## src/include/fdd_host_pkg.sv

```systemverilog
// Shared constants for the flexible disk drive host controller.
// Assumes a single 10 MHz system clock; all times below are in their own
// unit and converted to clock cycles here.
package fdd_host_pkg;

  localparam int unsigned CLK_PERIOD_NS = 100;

  // Pin timing in ns.
  localparam int unsigned STEP_W_NS   = 10000;
  localparam int unsigned DIR_HOLD_NS = 200;
  localparam int unsigned FLUX_W_NS   = 200;

  // Mechanical timing in ms.
  localparam int unsigned LOAD_MS     = 50;
  localparam int unsigned SETTLE_MS   = 10;
  localparam int unsigned POWERUP_MS  = 2000;
  localparam int unsigned STEP_GAP_MS = 6;

  localparam int unsigned NS_PER_MS = 1000000;

  localparam int unsigned STEP_W_CYC =
    (STEP_W_NS + CLK_PERIOD_NS - 1) / CLK_PERIOD_NS;
  localparam int unsigned DIR_SETUP_CYC =
    (DIR_HOLD_NS + CLK_PERIOD_NS - 1) / CLK_PERIOD_NS;
  localparam int unsigned FLUX_W_CYC =
    (FLUX_W_NS + CLK_PERIOD_NS - 1) / CLK_PERIOD_NS;
  localparam int unsigned LOAD_CYC =
    LOAD_MS * (NS_PER_MS / CLK_PERIOD_NS);
  localparam int unsigned SETTLE_CYC =
    SETTLE_MS * (NS_PER_MS / CLK_PERIOD_NS);
  localparam int unsigned POWERUP_CYC =
    POWERUP_MS * (NS_PER_MS / CLK_PERIOD_NS);
  localparam int unsigned STEP_GAP_CYC =
    STEP_GAP_MS * (NS_PER_MS / CLK_PERIOD_NS);

  // Track geometry.
  localparam logic [6:0] TRACK_LOW_CUR = 7'h30;
  localparam logic [6:0] TRACK_LAST    = 7'h4c;
  localparam logic [6:0] RECAL_LIMIT   = 7'h50;

  // Pin input positions in the synchroniser vector.
  localparam int unsigned PIN_INDEX = 0;
  localparam int unsigned PIN_TRK0  = 1;
  localparam int unsigned PIN_RDATA = 2;
  localparam int unsigned PIN_READY = 3;
  localparam int unsigned PIN_PRES  = 4;
  localparam int unsigned PIN_COUNT = 5;

  typedef enum logic [1:0] {
    OP_RECAL,
    OP_SEEK,
    OP_READ,
    OP_WRITE
  } op_t;

endpackage

```

## src/fdd_host.sv

```systemverilog
// Host-side controller that drives an 8-inch flexible disk drive pins.
// Assumes the drive pins are asynchronous; all are double synchronised.
// Functional notes
// - Direction is held stable from before step until 200 ns after.
// - Each step is one active-low 10 us pulse moving one track.
// - Head load is asserted at least 50 ms before read or write.
// - One 200 ns active-low write pulse per flux reversal.
// - Low current is asserted when writing tracks 48 through 76.
// - No read or write until two seconds after power-up.
// - Step outward until track zero before any read or write.
// - Read is head load with write gate inactive.
module fdd_host #(
  parameter int unsigned POWERUP_CYC  = fdd_host_pkg::POWERUP_CYC,
  parameter int unsigned LOAD_CYC     = fdd_host_pkg::LOAD_CYC,
  parameter int unsigned SETTLE_CYC   = fdd_host_pkg::SETTLE_CYC,
  parameter int unsigned STEP_GAP_CYC = fdd_host_pkg::STEP_GAP_CYC
) (
  input  wire logic       sys_clk_i,
  input  wire logic       rst_b_i,
  input  wire logic       cmd_valid_i,
  input  wire logic [1:0] cmd_op_i,
  input  wire logic [1:0] cmd_drive_i,
  input  wire logic [6:0] cmd_track_i,
  output logic            cmd_ready_o,
  input  wire logic       xfer_stop_i,
  input  wire logic       wr_pulse_valid_i,
  output logic            wr_pulse_ready_o,
  output logic            rd_pulse_o,
  output logic            index_pulse_o,
  output logic            done_o,
  output logic            err_o,
  output logic            homed_o,
  output logic            power_ok_o,
  output logic [6:0]      track_o,
  output logic            disk_ready_o,
  output logic            present_o,
  output logic            dir_in_b_o,
  output logic            step_b_o,
  output logic            head_load_b_o,
  output logic [3:0]      sel_o,
  output logic            wr_gate_b_o,
  output logic            wr_flux_b_o,
  output logic            erase_b_o,
  output logic            low_cur_b_o,
  input  wire logic       index_b_i,
  input  wire logic       trk0_b_i,
  input  wire logic       rd_flux_b_i,
  input  wire logic       ready_b_i,
  input  wire logic       present_b_i
);

  localparam int unsigned NP = fdd_host_pkg::PIN_COUNT;

  typedef enum logic [3:0] {
    ST_POWER, ST_IDLE, ST_DIR, ST_STEP, ST_GAP, ST_SETTLE, ST_LOAD, ST_XFER
  } state_t;

  // Pin synchronisers; the third stage only feeds edge detection.
  logic [NP-1:0] sync1_reg, sync2_reg, prev_reg;
  always_ff @(posedge sys_clk_i or negedge rst_b_i) begin
    if (!rst_b_i) begin
      sync1_reg <= '1;
      sync2_reg <= '1;
      prev_reg  <= '1;
    end else begin
      sync1_reg <= {present_b_i, ready_b_i, rd_flux_b_i, trk0_b_i, index_b_i};
      sync2_reg <= sync1_reg;
      prev_reg  <= sync2_reg;
    end
  end

  logic trk0_on, ready_on;
  assign trk0_on  = !sync2_reg[fdd_host_pkg::PIN_TRK0];
  assign ready_on = !sync2_reg[fdd_host_pkg::PIN_READY];

  state_t      state_reg, state_next;
  logic [31:0] timer_reg, timer_next;
  logic [6:0]  track_reg, track_next, target_reg, target_next;
  logic [1:0]  drive_reg, drive_next;
  logic        wr_mode_reg, wr_mode_next, recal_reg, recal_next;
  logic        extra_reg, extra_next, homed_reg, homed_next;
  logic        inward_reg, inward_next;
  logic        done_reg, done_next, err_reg, err_next;
  logic [2:0]  flux_cnt_reg, flux_cnt_next;
  logic        step_b_next, load_b_next, gate_b_next, low_b_next;
  logic        busy_next;
  logic [3:0]  sel_next;
  logic        rd_next, idx_next;

  localparam logic [2:0] FLUX_START = 3'(fdd_host_pkg::FLUX_W_CYC + 1);

  always_comb begin
    state_next   = state_reg;
    timer_next   = timer_reg + 32'h1;
    track_next   = track_reg;
    target_next  = target_reg;
    drive_next   = drive_reg;
    wr_mode_next = wr_mode_reg;
    recal_next   = recal_reg;
    extra_next   = extra_reg;
    homed_next   = homed_reg;
    inward_next  = inward_reg;
    done_next    = 1'b0;
    err_next     = 1'b0;
    unique case (state_reg)
      ST_POWER: if (timer_reg >= 32'(POWERUP_CYC - 1)) begin
        state_next = ST_IDLE;
      end
      ST_IDLE: begin
        timer_next = 32'h0;
        if (cmd_valid_i) begin
          drive_next = cmd_drive_i;
          unique case (fdd_host_pkg::op_t'(cmd_op_i))
            fdd_host_pkg::OP_RECAL: begin
              recal_next  = 1'b1;
              extra_next  = 1'b0;
              homed_next  = 1'b0;
              inward_next = 1'b0;
              target_next = 7'h0;
              state_next  = ST_DIR;
            end
            fdd_host_pkg::OP_SEEK: begin
              if (!homed_reg || cmd_track_i > fdd_host_pkg::TRACK_LAST) begin
                err_next = 1'b1;
              end else if (cmd_track_i == track_reg) begin
                done_next = 1'b1;
              end else begin
                recal_next  = 1'b0;
                target_next = cmd_track_i;
                inward_next = cmd_track_i > track_reg;
                state_next  = ST_DIR;
              end
            end
            default: begin
              if (!homed_reg) begin
                err_next = 1'b1;
              end else begin
                wr_mode_next = cmd_op_i == 2'(fdd_host_pkg::OP_WRITE);
                state_next   = ST_LOAD;
              end
            end
          endcase
        end
      end
      ST_DIR: if (timer_reg >= 32'(fdd_host_pkg::DIR_SETUP_CYC - 1)) begin
        timer_next = 32'h0;
        state_next = ST_STEP;
      end
      ST_STEP: if (timer_reg >= 32'(fdd_host_pkg::STEP_W_CYC - 1)) begin
        timer_next = 32'h0;
        state_next = ST_GAP;
        if (inward_reg) begin
          track_next = track_reg + 7'h1;
        end else if (track_reg != 7'h0) begin
          track_next = track_reg - 7'h1;
        end
        if (recal_reg) begin
          target_next = target_reg + 7'h1;
        end
      end
      ST_GAP: if (timer_reg >= 32'(STEP_GAP_CYC - 1)) begin
        timer_next = 32'h0;
        if (!recal_reg && track_reg != target_reg) begin
          state_next = ST_DIR;
        end else begin
          state_next = ST_SETTLE;
        end
      end
      ST_SETTLE: if (timer_reg >= 32'(SETTLE_CYC - 1)) begin
        timer_next = 32'h0;
        state_next = ST_IDLE;
        if (!recal_reg) begin
          done_next = 1'b1;
        end else if (extra_reg) begin
          // The flag also covers track 01, so one more outward step
          // is issued; the drive ignores it at track 00.
          homed_next = 1'b1;
          track_next = 7'h0;
          done_next  = 1'b1;
        end else if (trk0_on) begin
          extra_next = 1'b1;
          state_next = ST_DIR;
        end else if (target_reg >= fdd_host_pkg::RECAL_LIMIT) begin
          err_next = 1'b1;
        end else begin
          state_next = ST_DIR;
        end
      end
      ST_LOAD: if (timer_reg >= 32'(LOAD_CYC - 1)) begin
        // A deselected drive shows no ready, so the disk is judged here.
        if (ready_on) begin
          state_next = ST_XFER;
        end else begin
          err_next   = 1'b1;
          state_next = ST_IDLE;
        end
      end
      ST_XFER: begin
        if (!ready_on) begin
          err_next   = 1'b1;
          state_next = ST_IDLE;
        end else if (xfer_stop_i && flux_cnt_reg == 3'h0) begin
          done_next  = 1'b1;
          state_next = ST_IDLE;
        end
      end
      default: state_next = ST_IDLE;
    endcase
    busy_next   = state_next != ST_IDLE && state_next != ST_POWER;
    step_b_next = state_next != ST_STEP;
    load_b_next = !(state_next == ST_LOAD || state_next == ST_XFER);
    // Writing and stepping never overlap: the gate is only open in XFER.
    gate_b_next = !(state_next == ST_XFER && wr_mode_next);
    low_b_next  = gate_b_next || track_next < fdd_host_pkg::TRACK_LOW_CUR;
    sel_next    = busy_next ? 4'h1 << drive_next : 4'h0;
  end

  // Write flux pulses: low for the pulse width, then at least one high.
  assign wr_pulse_ready_o = state_reg == ST_XFER && wr_mode_reg &&
                            flux_cnt_reg == 3'h0 && !wr_gate_b_o;
  always_comb begin
    flux_cnt_next = flux_cnt_reg;
    if (flux_cnt_reg != 3'h0) begin
      flux_cnt_next = flux_cnt_reg - 3'h1;
    end else if (wr_pulse_valid_i && wr_pulse_ready_o) begin
      flux_cnt_next = FLUX_START;
    end
    rd_next  = state_reg == ST_XFER && !wr_mode_reg &&
               prev_reg[fdd_host_pkg::PIN_RDATA] &&
               !sync2_reg[fdd_host_pkg::PIN_RDATA];
    idx_next = prev_reg[fdd_host_pkg::PIN_INDEX] &&
               !sync2_reg[fdd_host_pkg::PIN_INDEX];
  end

  always_ff @(posedge sys_clk_i or negedge rst_b_i) begin
    if (!rst_b_i) begin
      state_reg     <= ST_POWER;
      timer_reg     <= 32'h0;
      track_reg     <= 7'h0;
      target_reg    <= 7'h0;
      drive_reg     <= 2'h0;
      wr_mode_reg   <= 1'b0;
      recal_reg     <= 1'b0;
      extra_reg     <= 1'b0;
      homed_reg     <= 1'b0;
      inward_reg    <= 1'b0;
      done_reg      <= 1'b0;
      err_reg       <= 1'b0;
      flux_cnt_reg  <= 3'h0;
      step_b_o      <= 1'b1;
      head_load_b_o <= 1'b1;
      wr_gate_b_o   <= 1'b1;
      erase_b_o     <= 1'b1;
      low_cur_b_o   <= 1'b1;
      wr_flux_b_o   <= 1'b1;
      dir_in_b_o    <= 1'b1;
      sel_o         <= 4'h0;
      rd_pulse_o    <= 1'b0;
      index_pulse_o <= 1'b0;
    end else begin
      state_reg     <= state_next;
      timer_reg     <= timer_next;
      track_reg     <= track_next;
      target_reg    <= target_next;
      drive_reg     <= drive_next;
      wr_mode_reg   <= wr_mode_next;
      recal_reg     <= recal_next;
      extra_reg     <= extra_next;
      homed_reg     <= homed_next;
      inward_reg    <= inward_next;
      done_reg      <= done_next;
      err_reg       <= err_next;
      flux_cnt_reg  <= flux_cnt_next;
      step_b_o      <= step_b_next;
      head_load_b_o <= load_b_next;
      wr_gate_b_o   <= gate_b_next;
      erase_b_o     <= gate_b_next;
      low_cur_b_o   <= low_b_next;
      wr_flux_b_o   <= !(flux_cnt_next > 3'h1);
      dir_in_b_o    <= !inward_next;
      sel_o         <= sel_next;
      rd_pulse_o    <= rd_next;
      index_pulse_o <= idx_next;
    end
  end

  assign cmd_ready_o  = state_reg == ST_IDLE;
  assign done_o       = done_reg;
  assign err_o        = err_reg;
  assign homed_o      = homed_reg;
  assign power_ok_o   = state_reg != ST_POWER;
  assign track_o      = track_reg;
  assign disk_ready_o = !sync2_reg[fdd_host_pkg::PIN_READY];
  assign present_o    = !sync2_reg[fdd_host_pkg::PIN_PRES];

  // Helper counters for the assertions below.
  logic [31:0] step_len_reg, load_len_reg;
  always_ff @(posedge sys_clk_i or negedge rst_b_i) begin
    if (!rst_b_i) begin
      step_len_reg <= 32'h0;
      load_len_reg <= 32'h0;
    end else begin
      step_len_reg <= step_b_o ? 32'h0 : step_len_reg + 32'h1;
      load_len_reg <= head_load_b_o ? 32'h0 :
                      (load_len_reg == 32'hffffffff ? load_len_reg :
                       load_len_reg + 32'h1);
    end
  end
endmodule

```

## config.mk

```make
export PLATFORM = sky130hd
export DESIGN_NAME = fdd_host
export DESIGN_NICKNAME = d
export VERILOG_FILES = /design/src/include/fdd_host_pkg.sv /design/src/fdd_host.sv
export SDC_FILE = /design/constraint.sdc
export NUM_CORES = 1
export LEC_CHECK = 0
export BUFFER_PORTS_ARGS = -buffer_cell sky130_fd_sc_hd__buf_4
export CAP_MARGIN = 20
export CORE_MARGIN = 1.5
export CORE_UTILIZATION = 25
export DETAILED_ROUTE_END_ITERATION = 6
export PLACE_DENSITY_LB_ADDON = 0.08
export SETUP_SLACK_MARGIN = 0.1
export SLEW_MARGIN = 15
export SYNTH_ARGS = -nofsm -noshare
export SYNTH_HDL_FRONTEND = slang
export SYNTH_SLANG_ARGS = --single-unit
```

## constraint.sdc

```tcl
create_clock -name sys_clk_i -period 2.7 [get_ports sys_clk_i]
set_input_delay 0.135 -clock sys_clk_i [delete_from_list [all_inputs] [get_ports sys_clk_i]]
set_output_delay 0.135 -clock sys_clk_i [all_outputs]
set_load 0.01 [all_outputs]
```

==> results.md, run 1 <==
| Quantity | This run | Unit |
| --- | --- | --- |
| Die outline width | 144 | um |
| Worst-path maximum fanout | 5 | - |
| Final routed DRC violation total | 0 | - |
| Worst relative slew slack | 55.1 | % |
| Count of flip-flops with a built-in enable after synthesis | 0 | - |
| Startpoint type of the worst setup path | flop | - |
| Max Freq | 0.391 | GHz |
| Syn Inst Count | 536 | - |
| Initial standard-cell utilization of the core | 25.6 | % |
| Standby leakage power | 0.00290 | uW |
| Layout Area Growth over Synthesis | 32.0 | % |
| DP HPWL | 10.5 | mm |
| Max Transition Viols Final | 0 | - |
| Multi-input logic area | 2760 | um2 |
| Placed Cells | 862 | - |
| Share of Yosys cell area claimed by the top area cell type | 34.2 | % |
| Antenna violations before repair | 0 | - |
| Global-route wire length before repair | 23.1 | mm |
| Data required, critical path | 2.96 | ns |
| I/O Pins | 49 | - |
| GRT overflow | 0 | - |
| Outcome | complete, no violations | - |
| Sw Share | 27.0 | % |
| # setup viols final | 0 | - |
| Initial detailed-routing violation count | 299 | - |
| RSZ-0062 raised after global routing | true | - |
| CTS H-tree lvls | 3 | - |
| Crit path capture type | flop | - |
| Total power density per cell area | 496 | nW/um2 |
| Clock root buffer | clkbuf_16 | - |
| Fin Setup TNS | 0 | ns |
| Storage cell area | 2170 | um2 |
| Internal power summed over all cells | 2380 | uW |
| Number of nets in the layout | 664 | - |
| Net switching component of the power | 880 | uW |
| Last weighted congestion value of the routability-driven placer | 0.830 | - |
| Post-Syn Area per Cell | 9.28 | um2 |
| Final hold slack | 0.0974 | ns |
| Part of the Yosys area used for sequential elements | 43.7 | % |
| Number of buffers inserted during clock tree synthesis | 9 | - |
| Sink Count | 86 | - |
| Netlist Area Pre-Place | 4970 | um2 |
| Commonest non-fill, non-tap cells in the layout | 96 x buf_4, 68 x dfrtp_1, 52 x nor2_1, 38 x nand2_1, 31 x nand3_1 | - |
| Total nets after synthesis | 575 | - |
| Biggest area contributors in the synthesized netlist | dfrtp_1 34%, dfstp_2 9.5%, nor2_1 4.8% | - |
| Peak supply drop | 291 | uV |
| Warnings from Yosys | 0 | - |
| Total via count in the routed design | 4241 | - |
| Tightest Pin Transition | 0.674 | ns |
| Pin count of the biggest net entering global routing | 48 | - |
| Number of max-cap violations | 0 | - |
| Clock transition at the registers of the reported paths | 0.07 | ns |
| Cell Rows | 51 | - |
| Number of port buffers | 48 | - |
| Number of detailed-routing iterations run before antenna repair | 7 | - |
| TritonCTS clock tree | yes | - |
| Logic gate share of total power | 13.5 | % |
| Post-synthesis async set-or-reset flop share | 100 | % |
| FILL cells | 2046 | - |
| Drt total wl | 14.4 | mm |
| DR WL/cell | 16.1 | um |
| Antenna viol nets, final | 0 | - |
| Die outline area | 20800 | um2 |
| Area of the placeable core | 19500 | um2 |
| Number of hold-slack violations in the final timing report | 0 | - |
| N_diodes | 0 | - |
| Library cells used by synthesis | 76 | - |
| Number of global-route vias before repair | 4201 | - |
| Clock power frac | 42.2 | % |
| Relative contribution of sequential cells to total power | 44.3 | % |
| Buffer depth of the longest clock path | 2 | - |
| Non-filler instance count after layout | 895 | - |
| Die Y | 144 | um |
| Final setup skew | 0.00931 | ns |
| Average via count per standard cell | 4.74 | - |
| Share of post-route cells with drive strength above 1 | 28.3 | % |
| Clock latency reported for the late side of the worst-skew pair | 0.35 | ns |
| GR Util All Layers | 14.5 | % |
| Worst Setup Path Type | flop to flop | - |
| Synthesis-stage register bit count | 86 | - |
| Top cell type by total area after synthesis | dfrtp_1 | - |
| Signal arrival time at the worst endpoint | 2.82 | ns |
| Most common cell after layout, fill and taps aside | buf_4 | - |
| Time the final worst path needs with I/O delays and setup | 2.56 | ns |
| Final worst-path cycle share | 94.7 | % |
| Max FFs per register | 32 | - |
| Min-delay worst type | primary input to flop | - |
| Predominant post-synthesis flop cell | dfrtp_1 | - |
[routing by layer]
layer  global-route usage (%)  share of wire (%)  wire length, um  up-vias
met5                        0                  0                0        -
met2                     22.2                 45             6540       88
met4                     4.03                1.3              193        0
li1                         -                  -                -     2084
met3                     2.85                4.1              597       13
met1                     20.7                 49             7070     2056
[synthesized netlist by cell type (2+ instances only)]
library cell   n
ha_1          18
nor4_4         2
o21ai_0       17
a21oi_1       20
nand2b_1       8
and3_1         8
a211oi_1       4
xor2_1        22
or3_1          7
o31ai_1        5
nor2b_1        9
a211o_1        3
buf_2          7
o211a_1        2
a31oi_1        7
a21o_1         2
or4_1          3
nand2_1       38
o22ai_1        3
nand3_1       32
dfstp_2       18
nor3_1        16
or2_2          3
nor4_1         9
dfrtp_1       68
o32a_1         3
and2_1         2
nand4_1       14
or4_4          3
o211ai_1       2
nor2_1        63
nor3b_1        2
a41oi_1        3
clkbuf_1      21
xnor2_1       19
nand3b_1       5
o21a_1         2
inv_1         25
nor4b_1        4
[cell type report]
class | count | area share, %
sequential | 86 | 33.1
timing repair buffer | 108 | 13.5
clock inverter | 7 | 1.47
clock buffer | 9 | 3.43
multi-input combinational | 395 | 42.0
inverter | 25 | 1.43
tap | 265 | 5.05
[power by group through the flow]
stage               Sequential (uW)  Combinational, uW  Clock (uW)
floorplan                      1430                230           0
global placement               1460                386           0
detailed placement             1460                389           0
CTS                            1440                398        1430
global route                   1450                491        1490
finish                         1440                440        1370
[what timing repair did]
action | in CTS | in global routing
pin swaps | 0 | 16
hold buffers | 6 | 0
setup buffers | 0 | 9
cloned | 0 | 2
gates resized for setup | 1 | 37
endpoints found under the setup margin | 1 | 43
endpoints found under the hold margin | 43 | 0
[final timing paths]
check | from | end | slack (ns) | cells after the start
worst min register to register | sync1_reg[3] | sync2_reg[3] | 0.35 | 0
worst max-delay path | timer_reg[28] | sel_o[0] | 0.14 | 8
min in group asynchronous | rst_b_i | timer_reg[26] | 0.37 | 2
worst max register to register | timer_reg[28] | sel_o[0] | 0.14 | 8
worst min-delay path | cmd_op_i[0] | recal_reg | 0.1 | 2
max in group asynchronous | rst_b_i | sync2_reg[2] | 1.59 | 3
[critical path: stages (launching register included)]
cell,delay [ns]
dfrtp_1,0.42
or4_4,0.55
or4_4,0.48
o41ai_2,0.21
o211a_1,0.23
nor2b_1,0.08
nor4b_4,0.14
buf_4,0.16
a211oi_2,0.21
[stage by stage]
stage          util, %  area (um2)  setup slack [ns]  total power [uW]
5_1_grt           33.7        6570            0.0261              3430
3_5_place_dp      30.4        5910            0.0957              1850
2_1_floorplan        -        4970             0.224              1660
4_1_cts           32.3        6290             0.131              3260
6_report          33.7        6570             0.143              3260
3_3_place_gp      30.4        5910           -0.0351              1850
[kinds of logic after synthesis]
logic type	synth area share (%)
compound gates	13.1
xor+xnor	7.22
fa+ha+maj	4.53
buf+inv	4.55
flops	43.7
mux	0.428
other cells	0.0754
simple gates	26.4
(Power assumes the default switching activity.)
==> inputs of run 2 (changes only) <==
ABC_AREA = 1   (was not set)
CTS_CLUSTER_DIAMETER = 120   (was not set)
==> run 2 against run 1 <==
Final cell count rose by 23%. Combinational power rose to 2.6 times the previous value. Area after synthesis rose by 12%. Clock skew rose by 0.00076 ns. First-iteration DRC count rose by 34%. Global-route usage rose by 0.15 points.
==> results.md, run 2 <==
| Quantity | This run | Unit |
| --- | --- | --- |
| Standby leakage power | 0.00314 | uW |
| Top cell type by total area after synthesis | dfrtp_1 | - |
| Total via count in the routed design | 5006 | - |
| Library cells used by synthesis | 47 | - |
| Pin count of the biggest net entering global routing | 36 | - |
| Share of Yosys cell area claimed by the top area cell type | 30.7 | % |
| Number of buffers inserted during clock tree synthesis | 9 | - |
| Outcome | complete, no violations | - |
| Most used standard cells in the synthesized netlist | 152 x nand2_1, 103 x nor2_1, 95 x inv_1, 68 x dfrtp_1, 60 x nand3_1 | - |
| Fin Setup TNS | 0 | ns |
| Adder-Cell Fraction of Synth Area | 4.06 | % |
| GR Util All Layers | 14.7 | % |
| Post-Syn Area per Cell | 7.42 | um2 |
| Final worst-path cycle share | 84.3 | % |
| CP peak stage delay | 0.57 | ns |
| Predominant post-synthesis flop cell | dfrtp_1 | - |
| Number of port buffers | 48 | - |
| # setup viols final | 0 | - |
| Drt total wl | 16.4 | mm |
| Largest family of logic cells by synthesized area | simple AND/OR/NAND/NOR gates | - |
| Sink Count | 86 | - |
| Layout Area Growth over Synthesis | 19.8 | % |
| Max FFs per register | 32 | - |
| DR WL/cell | 14.9 | um |
| Die outline width | 152 | um |
| Number of detailed-routing iterations run before antenna repair | 4 | - |
| Syn Inst Count | 748 | - |
| Signal arrival time at the worst endpoint | 2.56 | ns |
| Time the final worst path needs with I/O delays and setup | 2.28 | ns |
| Min-delay worst type | primary input to flop | - |
| Resized Gates After CTS | 0 | - |
| Synthesis-stage register bit count | 86 | - |
| Final setup skew | 0.0101 | ns |
| Share of post-route cells with drive strength above 1 | 19.3 | % |
| Worst Setup Path Type | flop to flop | - |
| Final setup margin | 0.423 | ns |
| Parity-gate share of the synthesized area counting xor and xnor cells | 4.10 | % |
| DP HPWL | 12.7 | mm |
| N_diodes | 0 | - |
| Most common cell after layout, fill and taps aside | nand2_1 | - |
| Clock latency reported for the late side of the worst-skew pair | 0.35 | ns |
| Initial standard-cell utilization of the core | 25.4 | % |
| Die Y | 152 | um |
| Die outline area | 23100 | um2 |
| RSZ-0062 raised after global routing | false | - |
| Buffer depth of the longest clock path | 2 | - |
| Post-synthesis async set-or-reset flop share | 100 | % |
| Commonest non-fill, non-tap cells in the layout | 152 x nand2_1, 103 x nor2_1, 95 x inv_1, 68 x dfrtp_1, 60 x nand3_1 | - |
| Number of nets in the layout | 851 | - |
| Final hold slack | 0.128 | ns |
| Clock root buffer | clkbuf_16 | - |
| Peak supply drop | 337 | uV |
| Crit path capture type | flop | - |
| Share of cell area taken by muxes after synthesis | 0 | % |
| Number of hold-slack violations in the final timing report | 0 | - |
| Netlist Area Pre-Place | 5550 | um2 |
| Max Freq | 0.439 | GHz |
| Worst-path maximum fanout | 14 | - |
| Fraction of the mapped netlist area in compound gates | 8.88 | % |
| TritonCTS clock tree | yes | - |
| Pre-CTS worst setup slack | 0.342 | ns |
| Antenna violations before repair | 0 | - |
| GRT overflow | 0 | - |
| Cell Rows | 54 | - |
| Startpoint type of the worst setup path | flop | - |
| Count of flip-flops with a built-in enable after synthesis | 0 | - |
| Warnings from Yosys | 0 | - |
| Number of global-route vias before repair | 4994 | - |
| Biggest area contributors in the synthesized netlist | dfrtp_1 31%, nand2_1 10%, dfstp_2 8.5% | - |
| Initial detailed-routing violation count | 402 | - |
| Part of the Yosys area used for sequential elements | 39.2 | % |
| Max Transition Viols Final | 0 | - |
| Number of max-cap violations | 0 | - |
| Post-Synth Simple-Gate Area | 35.6 | % |
| I/O Pins | 49 | - |
| Area of the placeable core | 21800 | um2 |
| Worst setup slack for register-to-register paths | 0.42 | ns |
| Average via count per standard cell | 4.56 | - |
| Data required, critical path | 2.98 | ns |
| Worst path cell trace | inv_1 > ha_1 > nand2_1 > nor2_1 > nand3_1 > inv_1 > nor2_1 > o21ai_2 > a22oi_4 > buf_12 > nand2_1 > o21ai_1 | - |
| Global-route wire length before repair | 27.1 | mm |
| Critical-path top delay cell | dfrtp_1 | - |
| Clock transition at the registers of the reported paths | 0.07 | ns |
| Total nets after synthesis | 787 | - |
| Total power density per cell area | 618 | nW/um2 |
| Count leader, synth | nand2_1 | - |
| Final routed DRC violation total | 0 | - |
| Last weighted congestion value of the routability-driven placer | 0.838 | - |
| Antenna viol nets, final | 0 | - |
| CTS H-tree lvls | 3 | - |
## run 2: cell count changes in the layout (fill, tap and decap cells not counted), moves of 7 or more
cell      change
xnor2_1      -15
and3_1        -8
o21ai_0      +20
inv_2         +8
nor3_1       +10
nand2b_1      -8
or3_1         -7
nand2_1     +114
nand3_1      +29
inv_1        +70
nor2_2       +22
nor2_1       +51
nor2b_1       -8
buf_4        -41
## run 2: stage by stage
step | area [um2] | std cells | power, uW | util (%)
3_3_place_gp | 6270 | 1074 | 2850 | 28.7
3_5_place_dp | 6270 | 1074 | 2860 | 28.7
4_1_cts | 6630 | 1096 | 4200 | 30.4
2_1_floorplan | 5550 | 748 | 2460 | -
6_report | 6650 | 1097 | 4110 | 30.5
5_1_grt | 6650 | 1097 | 4420 | 30.5
## run 2: timing repair
item                                   in CTS  in global routing
hold buffers                                6                  0
endpoints found under the hold margin      30                  0
setup buffers                               0                  1
setup endpoints to repair                   0                  7
## run 2: worst max-delay path: cells and delay by family, from the launching register on
kind	cells	cell delay [ns]
AOI/OAI and AO/OA	3	0.40
and+or+nand+nor	5	0.56
DFF	1	0.57
buffers and inverters	3	0.36
adders and majority gates	1	0.29
## run 2: layout make-up
class | instances | area [um2]
tap | 280 | 350
sequential | 86 | 2170
fill | 2403 | 15200
timing repair buffer | 63 | 513
clock buffer | 9 | 225
inverter | 104 | 390
multi-input combinational | 548 | 2920
clock inverter | 7 | 75.1
## run 2: routing by layer
layer,up-vias,track usage [%],part of all wire [%]
met4,0,3.74,0.96
li1,2534,-,-
met5,-,0,0
met2,78,23.1,46
met3,10,2.68,2.6
met1,2384,20.6,50
## run 2: worst paths after layout
check	cells past startpoint	to	start
min in group asynchronous	2	index_pulse_o	rst_b_i
worst max-delay path	12	target_reg[0]	track_o[3]
worst min register to register	0	sync2_reg[4]	sync1_reg[4]
max in group asynchronous	3	dir_in_b_o	rst_b_i
worst min-delay path	3	wr_mode_reg	cmd_op_i[0]
worst max register to register	12	target_reg[0]	track_o[3]
## run 2: cells by family after synthesis
group                    count (synthesis)
XOR/XNOR                                26
flip-flops                              86
buffers and inverters                  114
other                                    1
AO/OA/AOI/OAI                           84
adder cells (fa/ha/maj)                 18
AND/OR/NAND/NOR                        419
## run 2: report_power, final
group / switching (uW) / internal [uW]
Combinational: 740 / 421
Clock: 620 / 655
Sequential: 187 / 1490
